--- config.mk ---
export PLATFORM = sky130hd
export DESIGN_NAME = tbcw_timebase_watchdog
export DESIGN_NICKNAME = d
export VERILOG_FILES = /design/src/tbcw_pkg.sv /design/src/tbcw_timebase_watchdog.sv
export SDC_FILE = /design/constraint.sdc
export NUM_CORES = 1
export LEC_CHECK = 0
export ABC_AREA = 1
export BUFFER_PORTS_ARGS = -buffer_cell sky130_fd_sc_hd__buf_2
export CAP_MARGIN = 5
export CELL_PAD_IN_SITES_DETAIL_PLACEMENT = 1
export CELL_PAD_IN_SITES_GLOBAL_PLACEMENT = 2
export CORE_ASPECT_RATIO = 0.6
export CORE_MARGIN = 4
export CORE_UTILIZATION = 30
export CTS_CLUSTER_SIZE = 28
export DETAILED_ROUTE_END_ITERATION = 16
export PLACE_DENSITY = 0.78
export SLEW_MARGIN = 5
export SYNTH_ARGS = -nofsm -noshare
export SYNTH_HDL_FRONTEND = slang
export SYNTH_SLANG_ARGS = --single-unit
--- constraint.sdc ---
create_clock -name clock -period 1.9 [get_ports clock]
set_clock_uncertainty 0.05 [all_clocks]
set_input_delay 0 -clock clock [delete_from_list [all_inputs] [get_ports clock]]
set_output_delay 0 -clock clock [all_outputs]
set_load 0.05 [all_outputs]
--- src/tbcw_pkg.sv ---
// Purpose: Shared constants and types of the timebase, clock select and watchdog block.
// Assumes: Classic Wishbone slave, 32-bit data, byte addresses, one register per word.
// Notes:   Only event, enable and hold bits 0 and 4 are implemented; the rest read zero.
package tbcw_pkg;

  localparam int unsigned CLOCK_HZ        = 40_000_000;
  localparam int unsigned SUB_OSC_HZ      = 32768;
  localparam int unsigned SLOW_LONG_MS    = 500;
  localparam int unsigned SLOW_SHORT_MS   = 125;
  // Slow prescaler counts that make up each period
  localparam int unsigned SLOW_LONG_TICKS  = SLOW_LONG_MS * SUB_OSC_HZ / 1000;
  localparam int unsigned SLOW_SHORT_TICKS = SLOW_SHORT_MS * SUB_OSC_HZ / 1000;

  localparam int unsigned PRESCALE_WIDTH  = 14;
  localparam int unsigned CLEAR_STAGES    = 4;
  localparam int unsigned DIV128_WIDTH    = 7;
  localparam int unsigned WDOG_WIDTH      = 4;
  localparam int unsigned TAP_SHORT_LOG2  = 11;  // Divide by 2048
  localparam int unsigned TAP_LONG_LOG2   = 14;  // Divide by 16384
  localparam int unsigned SLOW_SHORT_LOG2 = 12;  // 4096 ticks
  localparam int unsigned SLOW_LONG_LOG2  = 14;  // 16384 ticks

  localparam logic [7:0] OFFSET_CLOCK_CONTROL = 8'h00;
  localparam logic [7:0] OFFSET_SUPERVISION   = 8'h04;
  localparam logic [7:0] OFFSET_EVENT_FLAGS   = 8'h08;
  localparam logic [7:0] OFFSET_INT_ENABLE    = 8'h0C;
  localparam logic [7:0] OFFSET_HOLD_ENABLE   = 8'h10;
  localparam logic [7:0] OFFSET_COMMAND       = 8'h14;

  // System clock control fields
  localparam int unsigned CLK_SELECT_SUB_BIT = 0;
  localparam int unsigned CLK_MAIN_OFF_BIT   = 1;
  localparam int unsigned CLK_SLOW_SHORT_BIT = 3;
  localparam logic [3:0]  CLK_WRITE_MASK     = 4'hB;
  // Supervision register fields
  localparam int unsigned SUP_TIMEOUT_BIT    = 0;
  localparam int unsigned SUP_PC_ONLY_BIT    = 1;
  localparam int unsigned SUP_SLOW_TAP_BIT   = 2;
  localparam int unsigned SUP_LONG_TAP_BIT   = 3;
  localparam logic [3:0]  SUP_WRITE_MASK     = 4'hE;
  // Flag registers: fast event in bit 0, slow event in bit 4
  localparam int unsigned FAST_EVENT_BIT     = 0;
  localparam int unsigned SLOW_EVENT_BIT     = 4;
  localparam logic [7:0]  FLAG_MASK          = 8'h11;
  // Command register, write-only pulses
  localparam int unsigned CMD_FAST_CLEAR_BIT = 0;
  localparam int unsigned CMD_SLOW_CLEAR_BIT = 1;
  localparam int unsigned CMD_SUP_CLEAR_BIT  = 2;

  localparam logic [3:0]  CLOCK_CONTROL_RESET = 4'h0;
  localparam logic [3:0]  SUPERVISION_RESET   = 4'h0;
  localparam logic [7:0]  FLAGS_RESET         = 8'h00;

  typedef enum logic {tbcw_running, tbcw_stopped} tbcw_power_type;

  typedef struct packed {
    logic [3:0]                clock_control;
    logic [3:0]                supervision_register;
    logic [7:0]                event_flags;
    logic [7:0]                interrupt_enable_flags;
    logic [7:0]                hold_release_enable_flags;
    logic [PRESCALE_WIDTH-1:0] fast_prescaler;
    logic [PRESCALE_WIDTH-1:0] slow_prescaler;
    logic [DIV128_WIDTH-1:0]   div128;
    logic [WDOG_WIDTH-1:0]     supervision_counter;
    tbcw_power_type            power;
  } tbcw_state_type;

  typedef struct packed {
    logic        cyc;
    logic        stb;
    logic        we;
    logic [7:0]  adr;
    logic [3:0]  sel;
    logic [31:0] dat;
  } tbcw_wb_request_type;

  typedef struct packed {
    logic        full_reset;
    logic        pc_reload;
  } tbcw_reset_request_type;

endpackage

--- src/tbcw_timebase_watchdog.sv ---
// Purpose: Two 14-bit prescalers, system clock source select and a 4-bit watchdog.
// Assumes: sub_osc_tick is a one-cycle pulse per sub oscillator period, synchronous to clock.
// Notes:   Watchdog resets of the rest of the chip leave as one-cycle pulses.
//
// Our own choices: the address map and the Wishbone interface to the registers.
`timescale 1ns/100ps
module tbcw_timebase_watchdog (
  input  wire logic                            clock,
  input  wire logic                            reset_n,
  input  wire tbcw_pkg::tbcw_wb_request_type   wb_request,
  output logic [31:0]                          wb_dat_o,
  output logic                                 wb_ack_o,
  input  wire logic                            dual_clock_option,
  input  wire logic                            watchdog_option,
  input  wire logic                            sub_osc_tick,
  input  wire logic                            stop_op,
  input  wire logic                            stop_wake,
  output logic                                 main_osc_enable,
  output logic                                 sub_osc_enable,
  output logic                                 system_clock_select_sub,
  output logic                                 display_clock_tick,
  output logic [1:0]                           interrupt_request,
  output logic                                 hold_release,
  output tbcw_pkg::tbcw_reset_request_type     watchdog_reset
);
  import tbcw_pkg::*;

  // Carry out of the low n stages when the counter is about to advance
  function automatic logic stages_full(input logic [PRESCALE_WIDTH-1:0] value,
                                       input int unsigned               n);
    logic [PRESCALE_WIDTH:0] mask;
    mask = (PRESCALE_WIDTH+1)'((64'h1 << n) - 64'h1);
    return &({1'b1, value} | ~mask);
  endfunction

  function automatic logic [PRESCALE_WIDTH-1:0] clear_top(input logic [PRESCALE_WIDTH-1:0] value);
    logic [PRESCALE_WIDTH-1:0] result;
    result = value;
    result[PRESCALE_WIDTH-1 -: CLEAR_STAGES] = '0;
    return result;
  endfunction

  // One bit of the command word, live only on a write strobe to the command offset
  function automatic logic command_bit(input tbcw_wb_request_type request,
                                       input logic                strobe,
                                       input int unsigned         index);
    logic hit;
    hit = strobe & (request.adr == OFFSET_COMMAND);
    return hit & request.dat[index];
  endfunction

  tbcw_state_type         state;
  tbcw_state_type         next_state;
  logic [31:0]            next_wb_dat_o;
  logic                   next_wb_ack_o;
  logic                   next_display_clock_tick;
  tbcw_reset_request_type next_watchdog_reset;

  logic                   access;
  logic                   write_strobe;
  logic                   main_running;
  logic                   slow_tick;
  logic                   fast_event;
  logic                   slow_event;
  logic                   tap_source_tick;
  logic                   watchdog_tick;
  logic                   watchdog_timeout;
  logic                   cmd_fast_clear;
  logic                   cmd_slow_clear;
  logic                   cmd_sup_clear;
  logic [PRESCALE_WIDTH-1:0] tap_value;
  logic [7:0]             flag_sets;

  // Register bus: answer one cycle after the request, drop ack the cycle after
  assign access       = wb_request.cyc & wb_request.stb & ~wb_ack_o;
  assign write_strobe = access & wb_request.we & wb_request.sel[0];

  always_comb begin
    // Main oscillator halts in stop mode, and in dual mode when software turns it off
    main_running = (state.power == tbcw_running)
                 & ~(dual_clock_option & state.clock_control[CLK_MAIN_OFF_BIT]);

    // Slow source: sub oscillator ticks in dual mode, clock/128 otherwise
    slow_tick = dual_clock_option ? (sub_osc_tick & (state.power == tbcw_running))
                                  : (main_running & (&state.div128));

    fast_event = main_running & stages_full(state.fast_prescaler, PRESCALE_WIDTH);
    slow_event = slow_tick & (state.clock_control[CLK_SLOW_SHORT_BIT]
                              ? stages_full(state.slow_prescaler, SLOW_SHORT_LOG2)
                              : stages_full(state.slow_prescaler, SLOW_LONG_LOG2));

    // Watchdog tap follows the chosen prescaler and divide ratio
    tap_value       = state.supervision_register[SUP_SLOW_TAP_BIT] ? state.slow_prescaler
                                                                   : state.fast_prescaler;
    tap_source_tick = state.supervision_register[SUP_SLOW_TAP_BIT] ? slow_tick : main_running;
    watchdog_tick   = watchdog_option & tap_source_tick
                    & (state.supervision_register[SUP_LONG_TAP_BIT]
                       ? stages_full(tap_value, TAP_LONG_LOG2)
                       : stages_full(tap_value, TAP_SHORT_LOG2));
    watchdog_timeout = watchdog_tick & (&state.supervision_counter);

    // Command bits are pulses: nothing is stored, so a later strobe cannot repeat them
    cmd_fast_clear = command_bit(wb_request, write_strobe, CMD_FAST_CLEAR_BIT);
    cmd_slow_clear = command_bit(wb_request, write_strobe, CMD_SLOW_CLEAR_BIT);
    cmd_sup_clear  = command_bit(wb_request, write_strobe, CMD_SUP_CLEAR_BIT);

    flag_sets = '0;
    flag_sets[FAST_EVENT_BIT] = fast_event;
    flag_sets[SLOW_EVENT_BIT] = slow_event;
  end

  always_comb begin
    next_state = state;

    // Power mode: the core's stop instruction enters, a wake event leaves
    case (state.power)
      tbcw_running: begin
        if (stop_op) begin
          next_state.power = tbcw_stopped;
        end
      end
      tbcw_stopped: begin
        if (stop_wake) begin
          next_state.power = tbcw_running;
        end
      end
      default: begin
        next_state.power = tbcw_running;
      end
    endcase

    // Prescalers
    if (main_running) begin
      next_state.fast_prescaler = state.fast_prescaler + 1'b1;
      next_state.div128         = state.div128 + 1'b1;
    end
    if (cmd_fast_clear) begin
      next_state.fast_prescaler = clear_top(next_state.fast_prescaler);
    end
    if (slow_tick) begin
      next_state.slow_prescaler = state.slow_prescaler + 1'b1;
    end
    if (cmd_slow_clear) begin
      next_state.slow_prescaler = clear_top(next_state.slow_prescaler);
    end

    // Software writes
    if (write_strobe) begin
      case (wb_request.adr)
        OFFSET_CLOCK_CONTROL: begin
          // Any value of bits 0, 1 and 3 is taken as written; keeping to a safe switching order is up to software
          next_state.clock_control = wb_request.dat[3:0] & CLK_WRITE_MASK;
        end
        OFFSET_SUPERVISION: begin
          next_state.supervision_register = (wb_request.dat[3:0] & SUP_WRITE_MASK)
                                          | (state.supervision_register & ~SUP_WRITE_MASK);
        end
        OFFSET_EVENT_FLAGS: begin
          // Write one to clear
          next_state.event_flags = state.event_flags & ~(wb_request.dat[7:0] & FLAG_MASK);
        end
        OFFSET_INT_ENABLE: begin
          next_state.interrupt_enable_flags = wb_request.dat[7:0] & FLAG_MASK;
        end
        OFFSET_HOLD_ENABLE: begin
          next_state.hold_release_enable_flags = wb_request.dat[7:0] & FLAG_MASK;
        end
        default: begin
        end
      endcase
    end

    // New events win over a clear in the same cycle
    next_state.event_flags = next_state.event_flags | flag_sets;

    // Watchdog counter
    if (watchdog_tick) begin
      next_state.supervision_counter = state.supervision_counter + 1'b1;
    end
    if (cmd_sup_clear) begin
      next_state.supervision_counter = '0;
      next_state.supervision_register[SUP_TIMEOUT_BIT] = 1'b0;
    end

    if (watchdog_timeout) begin
      next_state.interrupt_enable_flags = FLAGS_RESET;
      if (!state.supervision_register[SUP_PC_ONLY_BIT]) begin
        // Full reset of the timebase state; the tap returns to divide by 2048
        next_state.clock_control             = CLOCK_CONTROL_RESET;
        next_state.event_flags               = FLAGS_RESET;
        next_state.hold_release_enable_flags = FLAGS_RESET;
        next_state.fast_prescaler            = '0;
        next_state.slow_prescaler            = '0;
        next_state.div128                    = '0;
        next_state.supervision_counter       = '0;
        next_state.supervision_register[SUP_LONG_TAP_BIT] = 1'b0;
      end
      // Timeout flag survives the watchdog's own reset and wins over a clear
      next_state.supervision_register[SUP_TIMEOUT_BIT] = 1'b1;
    end

  end

  always_ff @(posedge clock or negedge reset_n) begin
    if (!reset_n) begin
      state.clock_control             <= CLOCK_CONTROL_RESET;
      state.supervision_register      <= SUPERVISION_RESET;
      state.event_flags               <= FLAGS_RESET;
      state.interrupt_enable_flags    <= FLAGS_RESET;
      state.hold_release_enable_flags <= FLAGS_RESET;
      state.fast_prescaler            <= '0;
      state.slow_prescaler            <= '0;
      state.div128                    <= '0;
      state.supervision_counter       <= '0;
      state.power                     <= tbcw_running;
    end else begin
      state <= next_state;
    end
  end

  // Outgoing pulses are registered so the rest of the chip sees clean one-cycle strobes,
  // at the cost of one cycle of latency behind the event that causes them
  always_comb begin
    next_watchdog_reset.full_reset = watchdog_timeout
                                   & ~state.supervision_register[SUP_PC_ONLY_BIT];

    next_watchdog_reset.pc_reload  = watchdog_timeout;

    next_display_clock_tick        = slow_tick;
  end

  always_ff @(posedge clock or negedge reset_n) begin
    if (!reset_n) begin
      display_clock_tick <= 1'b0;
      watchdog_reset     <= '0;
    end else begin
      display_clock_tick <= next_display_clock_tick;
      watchdog_reset     <= next_watchdog_reset;
    end
  end

  // Register bus answer: always one wait-free cycle; read data stands only with ack,
  // so a master that samples late sees zero rather than stale data
  always_comb begin
    next_wb_ack_o = access;

    next_wb_dat_o = '0;

    if (access && !wb_request.we) begin
      case (wb_request.adr)
        OFFSET_CLOCK_CONTROL: begin
          next_wb_dat_o[3:0] = state.clock_control;
        end
        OFFSET_SUPERVISION: begin
          next_wb_dat_o[3:0] = state.supervision_register;
        end
        OFFSET_EVENT_FLAGS: begin
          next_wb_dat_o[7:0] = state.event_flags;
        end
        OFFSET_INT_ENABLE: begin
          next_wb_dat_o[7:0] = state.interrupt_enable_flags;
        end
        OFFSET_HOLD_ENABLE: begin
          next_wb_dat_o[7:0] = state.hold_release_enable_flags;
        end
        default: begin
          // Unmapped offsets and the write-only command word read zero
          next_wb_dat_o = '0;
        end
      endcase
    end
  end

  always_ff @(posedge clock or negedge reset_n) begin
    if (!reset_n) begin
      wb_dat_o <= '0;
      wb_ack_o <= 1'b0;
    end else begin
      wb_dat_o <= next_wb_dat_o;
      wb_ack_o <= next_wb_ack_o;
    end
  end

  // Oscillator controls and status levels are gates on registered state, plus dual_clock_option for the enables,
  // so no bus or stop input reaches them without a register in between

  assign main_osc_enable         = main_running;
  assign sub_osc_enable          = dual_clock_option & (state.power == tbcw_running);
  assign system_clock_select_sub = state.clock_control[CLK_SELECT_SUB_BIT];
  assign interrupt_request[0]    = state.event_flags[FAST_EVENT_BIT]
                                 & state.interrupt_enable_flags[FAST_EVENT_BIT];
  assign interrupt_request[1]    = state.event_flags[SLOW_EVENT_BIT]
                                 & state.interrupt_enable_flags[SLOW_EVENT_BIT];
  assign hold_release            = |(state.event_flags & state.hold_release_enable_flags);

endmodule // tbcw_timebase_watchdog

==> impl_metrics.py <==
metrics = {
    "cells_and_area": {
        "nets": 621,
        "drive_above_1_share_pct": 17.43,
        "num_antenna_cells": 0,
        "syn2layout_area_growth_pct": 24.41,
        "final_area_sq_mm": 0.004777,
        "nFillCells": 1510,
    },
    "cts": {
        "clock_latency_ns": 0.34,
        "cts_made_buffers": 9,
        "cts_sinks": 72,
        "clockBufferDepth": 2,
        "cts.htree.levels": 3,
        "cts.clk_slew.worst_paths_ns": 0.06,
        "root_buffer": "clkbuf_16",
        "cts_tree": "done",
    },
    "worst_setup_path": {
        "reg2reg_depth": 11,
        "required_ns": 2.11,
        "cp-end-kind": "register",
        "critical_path_class": "reg2reg",
        "start_kind": "register",
        "r2r-start": "state[5]",
        "critPathMaxFanout": 8,
        "worstPathArrival_ns": 1.95,
        "r2r_setup_slack_ns": 0.16,
        "r2r-end": "state[56]",
        "crit_start": "state[5]",
    },
    "drt": {
        "wl_per_cell_um": 14.30,
        "ant_nets": 0,
        "drcViolationCount": 0,
        "viasPerCell": 4.453,
        "wirelength_mm": 10.49,
        "firstDrtPassIters": 4,
        "dr.first_iter.drc_count": 139,
        "via_count": 3264,
    },
    "power": {
        "p_leak_uw": 0.002346,
        "internal-power_uw": 3340,
        "pwr-share-comb_pct": 20.7,
        "seqPwrFrac_pct": 40.6,
        "totalPowerFinal_uw": 4865,
        "peakVddDrop_mv": 0.4324,
        "clock_power_share_pct": 38.7,
        "switching_share_pct": 31.36,
        "p_per_area_mw_per_mm2": 1018,
        "p_switching_uw": 1526,
    },
    "yosys": {
        "yosys_warnings": 0,
        "synth-compound-area-share_pct": 4.106,
        "synth_adder_area_share_pct": 1.303,
        "synth.distinct_cells": 33,
        "muxShareOfSynthArea_pct": 1.336,
        "synthCells": 484,
        "synth_area_sq_mm": 0.003840,
        "yosys_register_bits": 72,
        "yosysSeqAreaShare_pct": 46.92,
        "synth-xor-area-share_pct": 6.615,
        "synth_top_family_by_area": "simple AND/OR/NAND/NOR gates",
        "synth_simple_gate_area_share_pct": 28.51,
        "post_synth.cell_area_avg_sq_um": 7.934,
    },
    "grt": {
        "track_usage_pct": 15.00,
        "antenna_found_initial": 0,
        "grt_pass1_vias": 3441,
        "gr-total-overflow": 0,
        "grt_max_degree": 45,
        "grt_first_pass_wirelength_mm": 17.23,
    },
    "sta": {
        "drv_slew": 0,
        "hold_viol_final": 0,
        "fin_crit_ns": 1.741,
        "finalCritPeriodShare_pct": 91.62,
        "holdWs_ns": 0.05240,
        "finalSetupViolations": 0,
        "timing.slew.headroom_pct": 64.89,
        "final.setup.worst_slack_ns": 0.1593,
        "setup-tns-final_ns": 0,
        "clock.fmax_mhz": 574.5,
        "max_slew.worst_pin.slew_ns": 0.5218,
    },
    "die": {
        "die-area_sq_mm": 0.01473,
        "die_x_um": 154.1,
        "initial_core_util_pct": 31.23,
        "die_y_um": 95.64,
        "num_rows": 31,
        "core_sq_mm": 0.01230,
        "io_pins": 96,
    },
    "worst_hold_path": {
        "min_to": "wb_dat_o[0]",
        "hold_class": "in2reg",
        "hold_depth": 5,
        "hp-start": "wb_request[38]",
    },
    "placed_design": {
        "dp_hpwl_mm": 7.989,
        "dp_slack_ns": 0.06803,
        "numPortBuffers": 41,
        "routabilityCongestion": 0.7944,
        "place_area_sq_mm": 0.004285,
    },
    "flow_run": {
        "cap_violations": 0,
    },
    "outcome": {
        "status": "complete, no violations",
    },
}
[worst max-delay path by stage]
stage / slack, ns / endpoint / cells past startpoint
5_1_grt: -0.01 / state[21] / 12
3_5_place_dp: 0.07 / state[14] / 11
4_1_cts: 0.03 / state[60] / 11
6_report: 0.16 / state[56] / 11
3_3_place_gp: 0.10 / state[24] / 10
2_1_floorplan: 0.03 / state[56] / 9
[cell type report]
cell class	instances	area (sq um)	area share, %
multi-input combinational	355	1728	36.17
clock inverter	7	102.6	2.148
inverter	51	196.4	4.112
tap	165	206.4	4.322
clock buffer	9	225.2	4.715
timing repair buffer	74	515.5	10.79
sequential	72	1803	37.74
[power by group through the flow]
stage / Sequential [uW] / Clock, uW / Combinational, uW
finish: 1980 / 1880 / 1010
global route: 2020 / 2010 / 1160
CTS: 1990 / 1940 / 958
detailed placement: 2010 / 0 / 923
global placement: 2000 / 0 / 879
floorplan: 1970 / 0 / 718
[per-layer routing]
metal | GRT usage, % | vias up | part of all wire, %
li1 | - | 1613 | -
met1 | 22.49 | 1606 | 54
met2 | 21.55 | 35 | 42
met3 | 3.673 | 10 | 2.7
met4 | 3.747 | 0 | 1.1
met5 | 0 | - | 0
[kinds of logic after synthesis]
| logic type | count (synthesis) |
|---|---|
| simple gates | 265 |
| buf+inv | 80 |
| flops | 72 |
| xor+xnor | 29 |
| compound gates | 28 |
| mux | 5 |
| fa+ha+maj | 4 |
| other cells | 1 |
[per-stage QoR]
stage,std cells,utilization [%]
4_1_cts,730,38.41
6_report,733,38.85
3_5_place_dp,703,34.85
5_1_grt,733,38.85
3_3_place_gp,703,34.85
2_1_floorplan,507,-
[cell usage in the layout, fill, tap and decap left out, types with 2 or more instances in the layout]
cell           count
inv_1             47
nand2_2            2
bufinv_16          2
nand3_2            2
buf_2             40
nor2_4             3
clkinv_4           2
nor3_1             7
dfrtp_1           71
xnor2_1           10
o21ai_0           12
xor2_1            19
buf_4             20
nor2_2             3
dlygate4sd3_1     11
a21oi_1            7
or2_2              2
nand4_1            5
nand3_1           26
ha_1               4
conb_1            24
o22ai_1            3
o211ai_1           2
inv_2              3
clkbuf_16          9
buf_12             2
mux2i_1            4
nor2_1            99
nand2_1          113
inv_6              2
[critical path: stages, from the launching register on]
cell and delay, ns:
dfrtp_1 0.40, ha_1 0.22, nand2_1 0.06, inv_1 0.04, nand3_2 0.11, nand3_2 0.11, nand3_4 0.12, nor2_4 0.04
nand2_2 0.12, clkinv_4 0.09, buf_4 0.18, a21oi_1 0.12
[cell usage after synthesis (all sizes together)]
master    n  area [sq um]
nor2    105         404.1
xor2     19         166.4
mux2i     4         40.04
nor4      1         6.260
nand2   116         442.9
nor3      7         35.03
conb      1         3.750
nand3    29         162.7
nand4     5         31.28
ha        4         50.05
o22ai     3         18.77
o21bai    1         7.510
a21boi    1         7.510
o211ai    2         15.01
clkinv    1         8.760
a21oi     7         35.03
buf      29         230.2
a221oi    1         8.760
dfrtp    72          1802
o21ai    13         65.06
mux2      1         11.26
or2       2         12.51
inv      50         187.7
xnor2    10         87.58
[repair_timing]
action,in CTS,in global routing
hold buffers,11,0
endpoints found under the hold margin,86,0
setup endpoints to repair,0,29
gates resized for setup,0,9
setup buffers,0,3
[flip-flops by register name, summed over array words and instances, names as in the netlist]
| register | count |
|---|---|
| wb_ack_o | 1 |
| watchdog_reset | 2 |
| system_clock_select_sub | 1 |
| wb_dat_o | 8 |
| display_clock_tick | 1 |
| state | 59 |
Power figures use the tool's default switching activity.
